[src/hw/timer_pkg.sv]
package timer_pkg;
	// ==========================================================
	// widths and fixed values
	localparam int CNT_W = 16;
	localparam int NUM_CH = 2;
	localparam int NUM_FLAGS = 6;
	localparam logic [15:0] CNT_MAX = 16'hFFFF;
	localparam logic [15:0] CNT_ZERO = 16'h0000;
	localparam logic [15:0] COUNT_RESET = 16'h0000;
	localparam logic [15:0] COMPARE_RESET = 16'hFFFF;
	localparam logic PIN_RESET = 1'b0;

	// ==========================================================
	// flag positions, index 0 is the highest priority
	localparam int FLAG_CH1_A = 0;
	localparam int FLAG_CH1_B = 1;
	localparam int FLAG_CH1_WRAP = 2;
	localparam int FLAG_CH2_A = 3;
	localparam int FLAG_CH2_B = 4;
	localparam int FLAG_CH2_WRAP = 5;
	localparam int FLAGS_PER_CH = 3;
	localparam logic [2:0] IRQ_NONE = 3'h7;

	// ==========================================================
	// level action on compare match
	typedef enum logic [1:0] {
		ACT_NONE = 2'h0,
		ACT_LOW = 2'h1,
		ACT_HIGH = 2'h2,
		ACT_TOGGLE = 2'h3
	} pin_action_e;

	// counter clear source
	typedef enum logic [1:0] {
		CLR_OFF = 2'h0,
		CLR_REG_A = 2'h1,
		CLR_REG_B = 2'h2,
		CLR_SYNC = 2'h3
	} clear_sel_e;

	// counter clock source
	typedef enum logic [1:0] {
		CLK_INTERNAL = 2'h0,
		CLK_EXT_RISE = 2'h1,
		CLK_EXT_FALL = 2'h2,
		CLK_EXT_BOTH = 2'h3
	} clk_sel_e;
endpackage

[src/hw/two_channel_timer_pwm_irq.sv]
// Contract
// - pwm mode 2 uses one compare register as cycle, the A registers as duty.
// - cycle match clearing the counter returns each pin to its initial level.
// - duty equal to cycle value leaves the pin unchanged on match.
// - pwm mode 2 drives only the A pin of channel 1 and 2.
// - the register holding the period gives no pwm output.
// - events set sticky flags; irq while enabled; drops when flag clears.
// - fixed priority ch1 A, ch1 B, ch1 wrap, ch2 A, ch2 B, ch2 wrap.
// - four match sources, set by capture or compare on their register.
// - two wrap sources, one per channel, with their own enable.
// - match fires in the last equal cycle, as the counter updates.
// - no second match until the next counter clock tick.
// - flag cleared only by reading 1 then writing 0.
// - runs after reset; stop input halts it and blocks access.
// - clear on match gives a period of register value plus one.
// - counter clear beats a counter write in the same cycle.
// - counter write beats an increment in the same cycle.
// - compare register write suppresses the coinciding match.
// - each register A match can drive 0, drive 1 or toggle the pin.
// - wrap from all ones to zero sets the flag, counting continues.
module two_channel_timer_pwm_irq (
	// clock and reset
	input wire logic clk_sys,
	input wire logic reset_n,
	// module standby
	input wire logic module_stop,
	// per channel configuration
	input wire logic [1:0] count_start,
	input wire timer_pkg::clk_sel_e [1:0] clk_sel,
	input wire logic [1:0] ext_count_clk,
	input wire timer_pkg::clear_sel_e [1:0] clear_sel,
	input wire logic [1:0] pwm2_mode,
	input wire logic [1:0] capture_a_mode,
	input wire logic [1:0] capture_b_mode,
	// io_level_control fields
	input wire timer_pkg::pin_action_e [1:0] io_level_control,
	input wire logic [1:0] io_initial_level,
	input wire logic [1:0] io_initial_load,
	// capture requests
	input wire logic [1:0] capture_a_req,
	input wire logic [1:0] capture_b_req,
	// cpu writes
	input wire logic [1:0] count_wr,
	input wire logic [1:0] reg_a_wr,
	input wire logic [1:0] reg_b_wr,
	input wire logic [15:0] cpu_wdata,
	// irq_enable_reg fields
	input wire logic [1:0] match_a_irq_enable,
	input wire logic [1:0] match_b_irq_enable,
	input wire logic [1:0] overflow_irq_enable,
	// timer_status_reg access
	input wire logic status_rd,
	input wire logic status_wr,
	input wire logic [5:0] status_wdata,
	// readback
	output logic [15:0] ch1_count_value,
	output logic [15:0] ch2_count_value,
	output logic [15:0] ch1_reg_a,
	output logic [15:0] ch1_reg_b,
	output logic [15:0] ch2_reg_a,
	output logic [15:0] ch2_reg_b,
	output logic [5:0] timer_status_reg,
	// waveform pins
	output logic ch1_wave_pin_a,
	output logic ch1_wave_pin_a_oe,
	output logic ch2_wave_pin_a,
	output logic ch2_wave_pin_a_oe,
	// interrupt requests
	output logic ch1_a_match_irq,
	output logic ch1_b_match_irq,
	output logic ch1_wrap_irq,
	output logic ch2_a_match_irq,
	output logic ch2_b_match_irq,
	output logic ch2_wrap_irq,
	output logic [2:0] irq_top
);
	// ==========================================================
	// state
	typedef struct packed {
		logic [1:0][15:0] count;
		logic [1:0][15:0] reg_a;
		logic [1:0][15:0] reg_b;
		logic [1:0] pin;
	} timer_state_s;

	timer_state_s state;
	timer_state_s next_state;

	logic access_en;
	logic [1:0] run;
	logic [1:0] tick;
	logic [1:0] eq_a;
	logic [1:0] eq_b;
	logic [1:0] match_a;
	logic [1:0] match_b;
	logic [1:0] cap_a;
	logic [1:0] cap_b;
	logic [1:0] own_clear;
	logic [1:0] clear;
	logic [1:0] wrap;
	logic [1:0] has_cycle;
	logic [1:0][15:0] cycle_val;
	logic [1:0][15:0] own_cycle_val;
	logic [1:0] own_has_cycle;
	logic [1:0] wr_cnt;
	logic [1:0] wr_a;
	logic [1:0] wr_b;
	logic [5:0] flag_set;
	logic [5:0] irq_enable;
	logic [5:0] irq_req;

	// ==========================================================
	// level action helper
	function automatic logic apply_action(
		input timer_pkg::pin_action_e act,
		input logic cur
	);
		logic res;
		res = cur;
		unique case (act)
			timer_pkg::ACT_NONE: res = cur;
			timer_pkg::ACT_LOW: res = 1'b0;
			timer_pkg::ACT_HIGH: res = 1'b1;
			timer_pkg::ACT_TOGGLE: res = ~cur;
		endcase
		return res;
	endfunction

	// ==========================================================
	// counter clock per channel
	assign access_en = ~module_stop;

	for (genvar c = 0; c < timer_pkg::NUM_CH; c++) begin : g_tick
		assign run[c] = count_start[c] & ~module_stop;
		count_tick u_tick (
			.clk_sys(clk_sys),
			.reset_n(reset_n),
			.run(run[c]),
			.clk_sel(clk_sel[c]),
			.ext_clk(ext_count_clk[c]),
			.tick(tick[c])
		);
	end

	// ==========================================================
	// match, clear and wrap events
	always_comb begin
		for (int c = 0; c < timer_pkg::NUM_CH; c++) begin
			wr_cnt[c] = access_en & count_wr[c];
			wr_a[c] = access_en & reg_a_wr[c];
			wr_b[c] = access_en & reg_b_wr[c];
			eq_a[c] = state.count[c] == state.reg_a[c];
			eq_b[c] = state.count[c] == state.reg_b[c];
			// match only on the tick that leaves the equal value
			match_a[c] = tick[c] & eq_a[c] & ~capture_a_mode[c]
				& ~wr_a[c];
			match_b[c] = tick[c] & eq_b[c] & ~capture_b_mode[c]
				& ~wr_b[c];
			cap_a[c] = capture_a_req[c] & capture_a_mode[c] & run[c];
			cap_b[c] = capture_b_req[c] & capture_b_mode[c] & run[c];
			own_clear[c] = 1'b0;
			own_has_cycle[c] = 1'b0;
			own_cycle_val[c] = timer_pkg::CNT_ZERO;
			unique case (clear_sel[c])
				timer_pkg::CLR_OFF: begin
					own_clear[c] = 1'b0;
				end
				timer_pkg::CLR_REG_A: begin
					own_clear[c] = match_a[c] | cap_a[c];
					own_has_cycle[c] = 1'b1;
					own_cycle_val[c] = state.reg_a[c];
				end
				timer_pkg::CLR_REG_B: begin
					own_clear[c] = match_b[c] | cap_b[c];
					own_has_cycle[c] = 1'b1;
					own_cycle_val[c] = state.reg_b[c];
				end
				timer_pkg::CLR_SYNC: begin
					own_clear[c] = 1'b0;
				end
			endcase
		end
		for (int c = 0; c < timer_pkg::NUM_CH; c++) begin
			// sync clear follows the other channel's clear source
			if (clear_sel[c] == timer_pkg::CLR_SYNC) begin
				clear[c] = own_clear[1 - c];
				has_cycle[c] = own_has_cycle[1 - c];
				cycle_val[c] = own_cycle_val[1 - c];
			end else begin
				clear[c] = own_clear[c];
				has_cycle[c] = own_has_cycle[c];
				cycle_val[c] = own_cycle_val[c];
			end
			// clear and cpu write both mask the wrap
			wrap[c] = tick[c] & (state.count[c] == timer_pkg::CNT_MAX)
				& ~clear[c] & ~wr_cnt[c];
		end
	end

	// ==========================================================
	// next state
	always_comb begin
		next_state = state;
		for (int c = 0; c < timer_pkg::NUM_CH; c++) begin
			// counter: clear, then write, then increment
			if (clear[c]) begin
				next_state.count[c] = timer_pkg::CNT_ZERO;
			end else if (wr_cnt[c]) begin
				next_state.count[c] = cpu_wdata;
			end else if (tick[c]) begin
				next_state.count[c] = state.count[c] + 16'h0001;
			end
			// compare registers: capture takes the slot over a write
			if (cap_a[c]) begin
				next_state.reg_a[c] = state.count[c];
			end else if (wr_a[c]) begin
				next_state.reg_a[c] = cpu_wdata;
			end
			if (cap_b[c]) begin
				next_state.reg_b[c] = state.count[c];
			end else if (wr_b[c]) begin
				next_state.reg_b[c] = cpu_wdata;
			end
			// waveform pin A
			if (access_en && io_initial_load[c]) begin
				next_state.pin[c] = io_initial_level[c];
			end else if (capture_a_mode[c]) begin
				next_state.pin[c] = state.pin[c];
			end else if (pwm2_mode[c]) begin
				if (clear[c] && has_cycle[c]) begin
					next_state.pin[c] = io_initial_level[c];
				end else if (has_cycle[c] && clear_sel[c]
						== timer_pkg::CLR_REG_A) begin
					next_state.pin[c] = state.pin[c];
				end else if (match_a[c] && !(has_cycle[c]
						&& state.reg_a[c] == cycle_val[c])) begin
					next_state.pin[c] = apply_action(
						io_level_control[c], state.pin[c]);
				end
			end else if (match_a[c]) begin
				next_state.pin[c] = apply_action(
					io_level_control[c], state.pin[c]);
			end
		end
	end

	always_ff @(posedge clk_sys) begin
		if (!reset_n) begin
			for (int c = 0; c < timer_pkg::NUM_CH; c++) begin
				state.count[c] <= timer_pkg::COUNT_RESET;
				state.reg_a[c] <= timer_pkg::COMPARE_RESET;
				state.reg_b[c] <= timer_pkg::COMPARE_RESET;
				state.pin[c] <= timer_pkg::PIN_RESET;
			end
		end else begin
			state <= next_state;
		end
	end

	// ==========================================================
	// status flags and interrupt requests
	always_comb begin
		for (int c = 0; c < timer_pkg::NUM_CH; c++) begin
			flag_set[c * timer_pkg::FLAGS_PER_CH] =
				match_a[c] | cap_a[c];
			flag_set[c * timer_pkg::FLAGS_PER_CH + 1] =
				match_b[c] | cap_b[c];
			flag_set[c * timer_pkg::FLAGS_PER_CH + 2] = wrap[c];
			irq_enable[c * timer_pkg::FLAGS_PER_CH] =
				match_a_irq_enable[c];
			irq_enable[c * timer_pkg::FLAGS_PER_CH + 1] =
				match_b_irq_enable[c];
			irq_enable[c * timer_pkg::FLAGS_PER_CH + 2] =
				overflow_irq_enable[c];
		end
	end

	status_flags u_flags (
		.clk_sys(clk_sys),
		.reset_n(reset_n),
		.flag_set(flag_set),
		.irq_enable(irq_enable),
		.access_en(access_en),
		.status_rd(status_rd),
		.status_wr(status_wr),
		.status_wdata(status_wdata),
		.flags(timer_status_reg),
		.irq_req(irq_req),
		.irq_top(irq_top)
	);

	// ==========================================================
	// outputs
	assign ch1_count_value = state.count[0];
	assign ch2_count_value = state.count[1];
	assign ch1_reg_a = state.reg_a[0];
	assign ch1_reg_b = state.reg_b[0];
	assign ch2_reg_a = state.reg_a[1];
	assign ch2_reg_b = state.reg_b[1];
	assign ch1_wave_pin_a = state.pin[0];
	assign ch2_wave_pin_a = state.pin[1];
	// pin is driven unless register A captures
	assign ch1_wave_pin_a_oe = ~capture_a_mode[0];
	assign ch2_wave_pin_a_oe = ~capture_a_mode[1];
	assign ch1_a_match_irq = irq_req[timer_pkg::FLAG_CH1_A];
	assign ch1_b_match_irq = irq_req[timer_pkg::FLAG_CH1_B];
	assign ch1_wrap_irq = irq_req[timer_pkg::FLAG_CH1_WRAP];
	assign ch2_a_match_irq = irq_req[timer_pkg::FLAG_CH2_A];
	assign ch2_b_match_irq = irq_req[timer_pkg::FLAG_CH2_B];
	assign ch2_wrap_irq = irq_req[timer_pkg::FLAG_CH2_WRAP];
endmodule

[src/hw/count_tick.sv]
module count_tick (
	// clock and reset
	input wire logic clk_sys,
	input wire logic reset_n,
	// control
	input wire logic run,
	input wire timer_pkg::clk_sel_e clk_sel,
	input wire logic ext_clk,
	// count enable
	output logic tick
);
	typedef struct packed {
		logic prev;
	} tick_state_s;

	tick_state_s state;
	tick_state_s next_state;
	logic rise;
	logic fall;

	always_comb begin
		next_state = state;
		next_state.prev = ext_clk;
		rise = ext_clk & ~state.prev;
		fall = ~ext_clk & state.prev;
		tick = 1'b0;
		unique case (clk_sel)
			timer_pkg::CLK_INTERNAL: tick = run;
			timer_pkg::CLK_EXT_RISE: tick = run & rise;
			timer_pkg::CLK_EXT_FALL: tick = run & fall;
			timer_pkg::CLK_EXT_BOTH: tick = run & (rise | fall);
		endcase
	end

	always_ff @(posedge clk_sys) begin
		if (!reset_n) begin
			state <= '0;
		end else begin
			state <= next_state;
		end
	end
endmodule

[src/hw/status_flags.sv]
module status_flags (
	// clock and reset
	input wire logic clk_sys,
	input wire logic reset_n,
	// events and enables
	input wire logic [5:0] flag_set,
	input wire logic [5:0] irq_enable,
	// software access
	input wire logic access_en,
	input wire logic status_rd,
	input wire logic status_wr,
	input wire logic [5:0] status_wdata,
	// results
	output logic [5:0] flags,
	output logic [5:0] irq_req,
	output logic [2:0] irq_top
);
	typedef struct packed {
		logic [5:0] flag;
		logic [5:0] armed;
	} flag_state_s;

	flag_state_s state;
	flag_state_s next_state;

	always_comb begin
		next_state = state;
		irq_top = timer_pkg::IRQ_NONE;
		// clear only after the flag was seen as 1
		if (access_en && status_wr) begin
			next_state.flag = state.flag & ~(state.armed & ~status_wdata);
			next_state.armed = '0;
		end
		if (access_en && status_rd) begin
			next_state.armed = state.armed | state.flag;
		end
		next_state.flag = next_state.flag | flag_set;
		irq_req = state.flag & irq_enable;
		for (int i = timer_pkg::NUM_FLAGS - 1; i >= 0; i--) begin
			if (irq_req[i]) begin
				irq_top = 3'(i);
			end
		end
	end

	assign flags = state.flag;

	always_ff @(posedge clk_sys) begin
		if (!reset_n) begin
			state <= '0;
		end else begin
			state <= next_state;
		end
	end
endmodule

[config.mk]
export PLATFORM = sky130hd
export DESIGN_NAME = two_channel_timer_pwm_irq
export DESIGN_NICKNAME = d
export VERILOG_FILES = /design/src/hw/timer_pkg.sv /design/src/hw/two_channel_timer_pwm_irq.sv /design/src/hw/count_tick.sv /design/src/hw/status_flags.sv
export SDC_FILE = /design/constraint.sdc
export NUM_CORES = 1
export LEC_CHECK = 0
export ABC_AREA = 0
export BUFFER_PORTS_ARGS = -buffer_cell sky130_fd_sc_hd__buf_2
export CAP_MARGIN = 10
export CORE_MARGIN = 4
export CORE_UTILIZATION = 42
export DETAILED_ROUTE_END_ITERATION = 8
export GPL_TIMING_DRIVEN = 0
export PLACE_DENSITY = 0.76
export SLEW_MARGIN = 20
export SYNTH_ARGS = -nofsm -noshare
export SYNTH_HDL_FRONTEND = slang
export SYNTH_SLANG_ARGS = --single-unit
[constraint.sdc]
create_clock -name clk_sys -period 6.1 [get_ports clk_sys]
set_clock_uncertainty 0.15 [all_clocks]
set_input_delay 0.61 -clock clk_sys [delete_from_list [all_inputs] [get_ports clk_sys]]
set_output_delay 0.61 -clock clk_sys [all_outputs]
set_load 0.02 [all_outputs]
Word level (Yosys, flattened, before mapping)
Index checks and enable logic that the tools add are counted.
Storage, ports and cells
  output and inout port bits: 115
  word-level logic and storage cells: 210
  register bits: 112
  input port bits: 69
Operators by class
  bitwise gates (word level): 77
  multiplexer cells: 50
  $add $sub $neg: 2
  equal/unequal tests: 32
  reductions and logical operators: 37
Operators by type and width (count)
  $mux 16: 14
  $eq 16x16->1: 6
  $pmux 16 s2: 2
  $and 1x1->1: 44
  $add 16x1->16 const B: 2
  $eq 16x16->1 const B: 2
  $eq 2x2->1 const B: 12
  $mux 1: 20
  $not 1->1: 20
  $and 6x6->6: 3
  $pmux 1 s4: 4
  $reduce_bool 2->1: 7
  $eq 2x1->1 const B: 6
  $logic_and 1x1->1: 12
  $logic_not 2->1: 6
  $mux 12: 1
  $mux 3: 4
  $not 6->6: 2
  $or 6x6->6: 2
  $reduce_or 2->1: 6
  $ne 4x1->1 const B: 2
  $ne 4x4->1 const B: 2
  $reduce_and 4->1: 2
  $mux 6: 1
  other kinds (6): 16

Longest topological paths before layout
  depth after elaboration: 16
  gate-level depth with buffers: 13
  depth with buffers taken out: 10

By module
Synthesis repeated with hierarchy kept, for this count alone.
Second synthesis, totals
  cell total of the unflattened synthesis: 1118
  area total of the unflattened synthesis: 8155.3 um^2
Modules (own cells, without submodules)
  two_channel_timer_pwm_irq: times used 1, area each 7350.8 um^2, sequential area each 1961.9 um^2, cells an instance 1021
  status_flags: times used 1, area each 606.8 um^2, sequential area each 240.2 um^2, cells an instance 75
  count_tick: times used 2, area each 98.8 um^2, sequential area each 20.0 um^2, cells an instance 11

Worst setup path before layout
No wires, ideal clock.
  path kind: input to register
  from: input clear_sel[2] in the netlist's numbering
  to: register state, in the netlist ch2_wave_pin_a
  library setup time: 0.123 ns
  buffers on the path: 2
  stages: 12
  path slack: 3.182 ns
  arrival: 2.645 ns
  data required time: 5.827 ns
  cell sequence: inv_1 -> ha_1 -> or2_2 -> buf_2 -> buf_2 -> o221ai_1 -> o21ai_0 -> nor4_1 -> nand4_1 -> nor2_1 -> o22ai_1 -> mux2_1
On the way
  word-level cells in the longest chain between the ends: 9
  elaborated cells between the ends (all ways): 25
  those cells by class: eq/ne: 6; mux: 10; reduce/logical: 9
Ends and longest elaborated chain
  from (decl): RTL line two_channel_timer_pwm_irq.sv:31  | input wire timer_pkg::clear_sel_e [1:0] clear_sel,
  $eq 2x2->1, or another cell as far along: RTL line two_channel_timer_pwm_irq.sv:164  | unique case (clear_sel[c])
  $pmux 16 s2 or $reduce_or 2->1 (tied branches)
  $mux 16, or another cell as far along: RTL line two_channel_timer_pwm_irq.sv:185  | if (clear_sel[c] == timer_pkg::CLR_SYNC) begin
  $eq 16x16->1 or $mux 1 (tied branches): RTL line two_channel_timer_pwm_irq.sv:236, two_channel_timer_pwm_irq.sv:185
  $logic_and 1x1->1, on equally long branches: RTL line two_channel_timer_pwm_irq.sv:236, two_channel_timer_pwm_irq.sv:230
  $logic_not 1->1 or $mux 1 (tied branches): RTL line two_channel_timer_pwm_irq.sv:235, two_channel_timer_pwm_irq.sv:230
  $logic_and 1x1->1 or $mux 1 (tied branches): RTL line two_channel_timer_pwm_irq.sv:235, two_channel_timer_pwm_irq.sv:229
  $ne 4x1->1 (no line) or $mux 1 (tied branches)
  $reduce_and 4->1 (no line) or $mux 1 (tied branches)
  to (signal assigned): RTL line two_channel_timer_pwm_irq.sv:256  | state <= next_state;
  to (decl): RTL line two_channel_timer_pwm_irq.sv:86  | timer_state_s state;
Parallel ways exist; a longest one is shown, timed or not. The select of a mux whose other input is x is not followed.
A chain may end at the register's enable or synchronous reset.

Final worst setup path
  from: input clear_sel[1] in the netlist's numbering
  to: register state, in the netlist ch1_wave_pin_a
Same word-level chain as after synthesis.

==> run metrics <==
post-CTS setup buffers 0; CTS tree yes; Post-Synth Adder-Cell Area 0.02144; asr flop ratio synth 0; Synth Cell Area 8169 um2; worst skew pair latency 370 ps; hold path cells 2; CP Capture Type register; headroom to the max-slew limit 0.5304; PD cells 216.5 nW/um2; Critical Path AT 3350 ps; status complete, no violations; Placeable Area 18,890 um2; Post-Route M1 WL 13,030 um; slowest CP cell buf_1; # setup viols final 0; initial core utilization 0.4324; peak supply drop 148.4 uV; TritonCTS buffer count 9; area share of the largest cell type after synthesis 0.2745; share of the yosys chip area belonging to registers 0.2745; main flop type after synthesis dfxtp_1; DRC Markers 0; Synth Area in Compound Gates 0.2377; cell taking the most area after synthesis dfxtp_1; H-tree Lvls 3; post-synthesis register bit count 112; drt wl/cell 20.49 um; Layout fillers 1,890; Die X 147.5 um; vias in the first global route 8,923; R2R Setup Slk 2910 ps; post-route ant nets 0; Hold Fails Final Rpt 0; largest family of logic cells by synthesized area simple AND/OR/NAND/NOR gates; Congestion Overflow GR 0; CTS sink count 112; DIE HEIGHT 147.5 um; top routing layer in use met4; MaxCap Viol Count 0; RSZ-0062 raised after global routing no; Mapped Cells 1,155; largest fanout on the critical path 10; r2r worst-path depth 11; Distinct cells, synth 64; Synth area leaders dfxtp_1, nand2_1, xor2_1, o21ai_0, nand3_1; Synthesis Warnings 0; reg2reg end ch1_count_value[13]; # diodes 0; Hold Path End u_flags.state[1]; Post-Synth Simple-Gate Area 0.2739; post-synthesis mux area share 0.007658; RR Startpoint ch2_count_value[7]; setup tns final 0 ps; routed wire length 33,050 um; Synth Area in XOR/XNOR 0.1051; critical path's largest stage delay 500 ps; layout cells sized above 1 0.1966; first-pass GRT wire length 50,030 um; synthesized net count 1,238; Final #Nets 1,431; Mean Syn Cell Area 7.073 um2; fin. max-slew vios 0; die area 21,750 um2; startpoint types input port; Max Freq 0.3136 GHz; Pwr Total 2.098 mW; DR vias/cell 5.929; post-CTS sizing 0; num ports 184; HP Start u_flags.state[1]; Port Buffer Count 182; CTS root buf clkbuf_16; DRT Pass-1 Iters 7; worst slew pin tran 704.4 ps; Met2 Wirelength 14,260 um; hold crit path type register to register; met3 wire length 3900 um; largest net degree at the start of global routing 20; Worst EP required 6260 ps; EDFF count, synth 0; Routability Congestion 0.9907; area delta synth->final 18.66%; crit path cell chain buf_2 > inv_1 > ha_1 > buf_2 > buf_1 > a21oi_1 > o221ai_1 > o21ai_0 > nor4_1 > o2111a_1 > a31oi_1 > a21oi_1 > mux2i_1; crit path kind input port to register; clk buf depth 2; DRT iter0 DRCs 1,371; post-detail-place hpwl 25,300 um; cts-stage hold buffer count 0; final period utilization 0.5228; total number of vias 9,563; leak pwr 4.126 nW; initial antenna violation count 0; minimum clock period after layout 3189 ps; cell row count 50; GRT Overall Usage 0.2926; Reg clk slew, reported paths 80 ps
state kept, by name, summed over array words and instances, names as in the netlist:
register             flops
ch1_reg_b               16
ch2_count_value         16
ch2_reg_b               16
u_flags.state            6
ch1_reg_a               16
ch2_reg_a               16
ch2_wave_pin_a           1
g_tick.u_tick.state      2
ch1_wave_pin_a           1
u_flags.flags            6
ch1_count_value         16
cell type report:
cell class	count	area, um2	area share
buffer	118	561.8	0.05796
clock buffer	11	242.7	0.02504
clock inverter	5	45.04	0.004647
inverter	24	90.09	0.009294
multi-input combinational	901	5275	0.5442
sequential	112	2242	0.2313
tap	260	325.3	0.03356
timing repair buffer	182	910.9	0.09397
per-layer routing:
metal  track usage  vias up
li1              -     4398
met1        0.3851     4419
met2        0.4525      621
met3       0.05671      125
met4        0.1589        0
met5             0        -
worst max path at each step:
stage,from,endpoint,depth (start not counted)
final,clear_sel[1],ch1_wave_pin_a,13
after global routing,clear_sel[1],ch1_wave_pin_a,13
after CTS,clear_sel[1],ch1_wave_pin_a,13
after detailed placement,clear_sel[2],ch1_wave_pin_a,13
after global placement,clear_sel[2],ch2_wave_pin_a,13
after floorplan,clear_sel[2],ch2_wave_pin_a,12
through the flow:
step / std cells / cell area, um2 / utilization / hold slack, ps / worst slack [ps]
6_report: 1613 / 9693 / 0.5130 / 316.5 / 2911
5_1_grt: 1613 / 9693 / 0.5130 / 335.3 / 2729
4_1_cts: 1613 / 9693 / 0.5130 / 316.0 / 2980
3_5_place_dp: 1597 / 9405 / 0.4978 / 305.0 / 2631
3_3_place_gp: 1597 / 9405 / 0.4978 / 300.4 / 2620
2_1_floorplan: 1155 / 8169 / - / 291.7 / 3182
Yosys cell counts (16+ instances only):
cell type and instances:
nand2_1 248, dfxtp_1 112, o21ai_0 95, xor2_1 78
nand3_1 75, clkbuf_1 67, nor2_1 64, a21oi_1 49
a211oi_1 33, buf_2 31, a22oi_1 30, inv_1 24
o221ai_1 22, xnor2_1 20, nor2b_1 19, o22a_1 19
nand4_1 17, nor4_1 16
cell families (layout without fill, tap and decap cells):
| kind of cell | count (synthesis) | in the layout |
|---|---|---|
| AOI/OAI and AO/OA | 292 | 292 |
| xor gates and xnor gates | 98 | 98 |
| adders and majority gates | 14 | 14 |
| buffers and inverters | 142 | 340 |
| DFF | 112 | 112 |
| muxes | 6 | 6 |
| and+or+nand+nor | 491 | 491 |
layout by cell type (no fill, tap or decap), types with 3 or more instances in the layout:
cell / instances
o221ai_1: 22
nand2_1: 248
a211oi_1: 33
nand2b_1: 14
nor4_1: 16
xnor2_1: 20
nand4_1: 17
mux2i_1: 4
dfxtp_1: 112
o22a_1: 19
nor2_1: 64
buf_4: 7
inv_1: 24
clkbuf_16: 9
clkbuf_1: 68
a22o_1: 4
o22ai_1: 7
and2_1: 5
buf_1: 5
o21ai_0: 95
and3_1: 3
nor4_2: 3
nor3_1: 9
xor2_1: 78
o311ai_0: 3
buf_2: 213
a22oi_1: 30
a21oi_1: 49
nor2b_1: 19
or2_2: 4
buf_6: 7
nand3_1: 75
inv_6: 3
a31oi_1: 7
ha_1: 14
power breakdown:
group	total [mW]	switching, mW	leakage (nW)	internal (mW)
logic	0.611	0.389	3.06	0.222
clock network	0.610	0.313	0.139	0.297
registers	0.878	0.0953	0.925	0.782
worst max-delay path, delay by kind of cell:
kind | cells | cell delay (ps)
AO/OA/AOI/OAI | 6 | 980
AND/OR/NAND/NOR | 1 | 420
buffers and inverters | 4 | 940
adder cells (fa/ha/maj) | 1 | 210
multiplexers | 1 | 200
(Power assumes the default switching activity.)
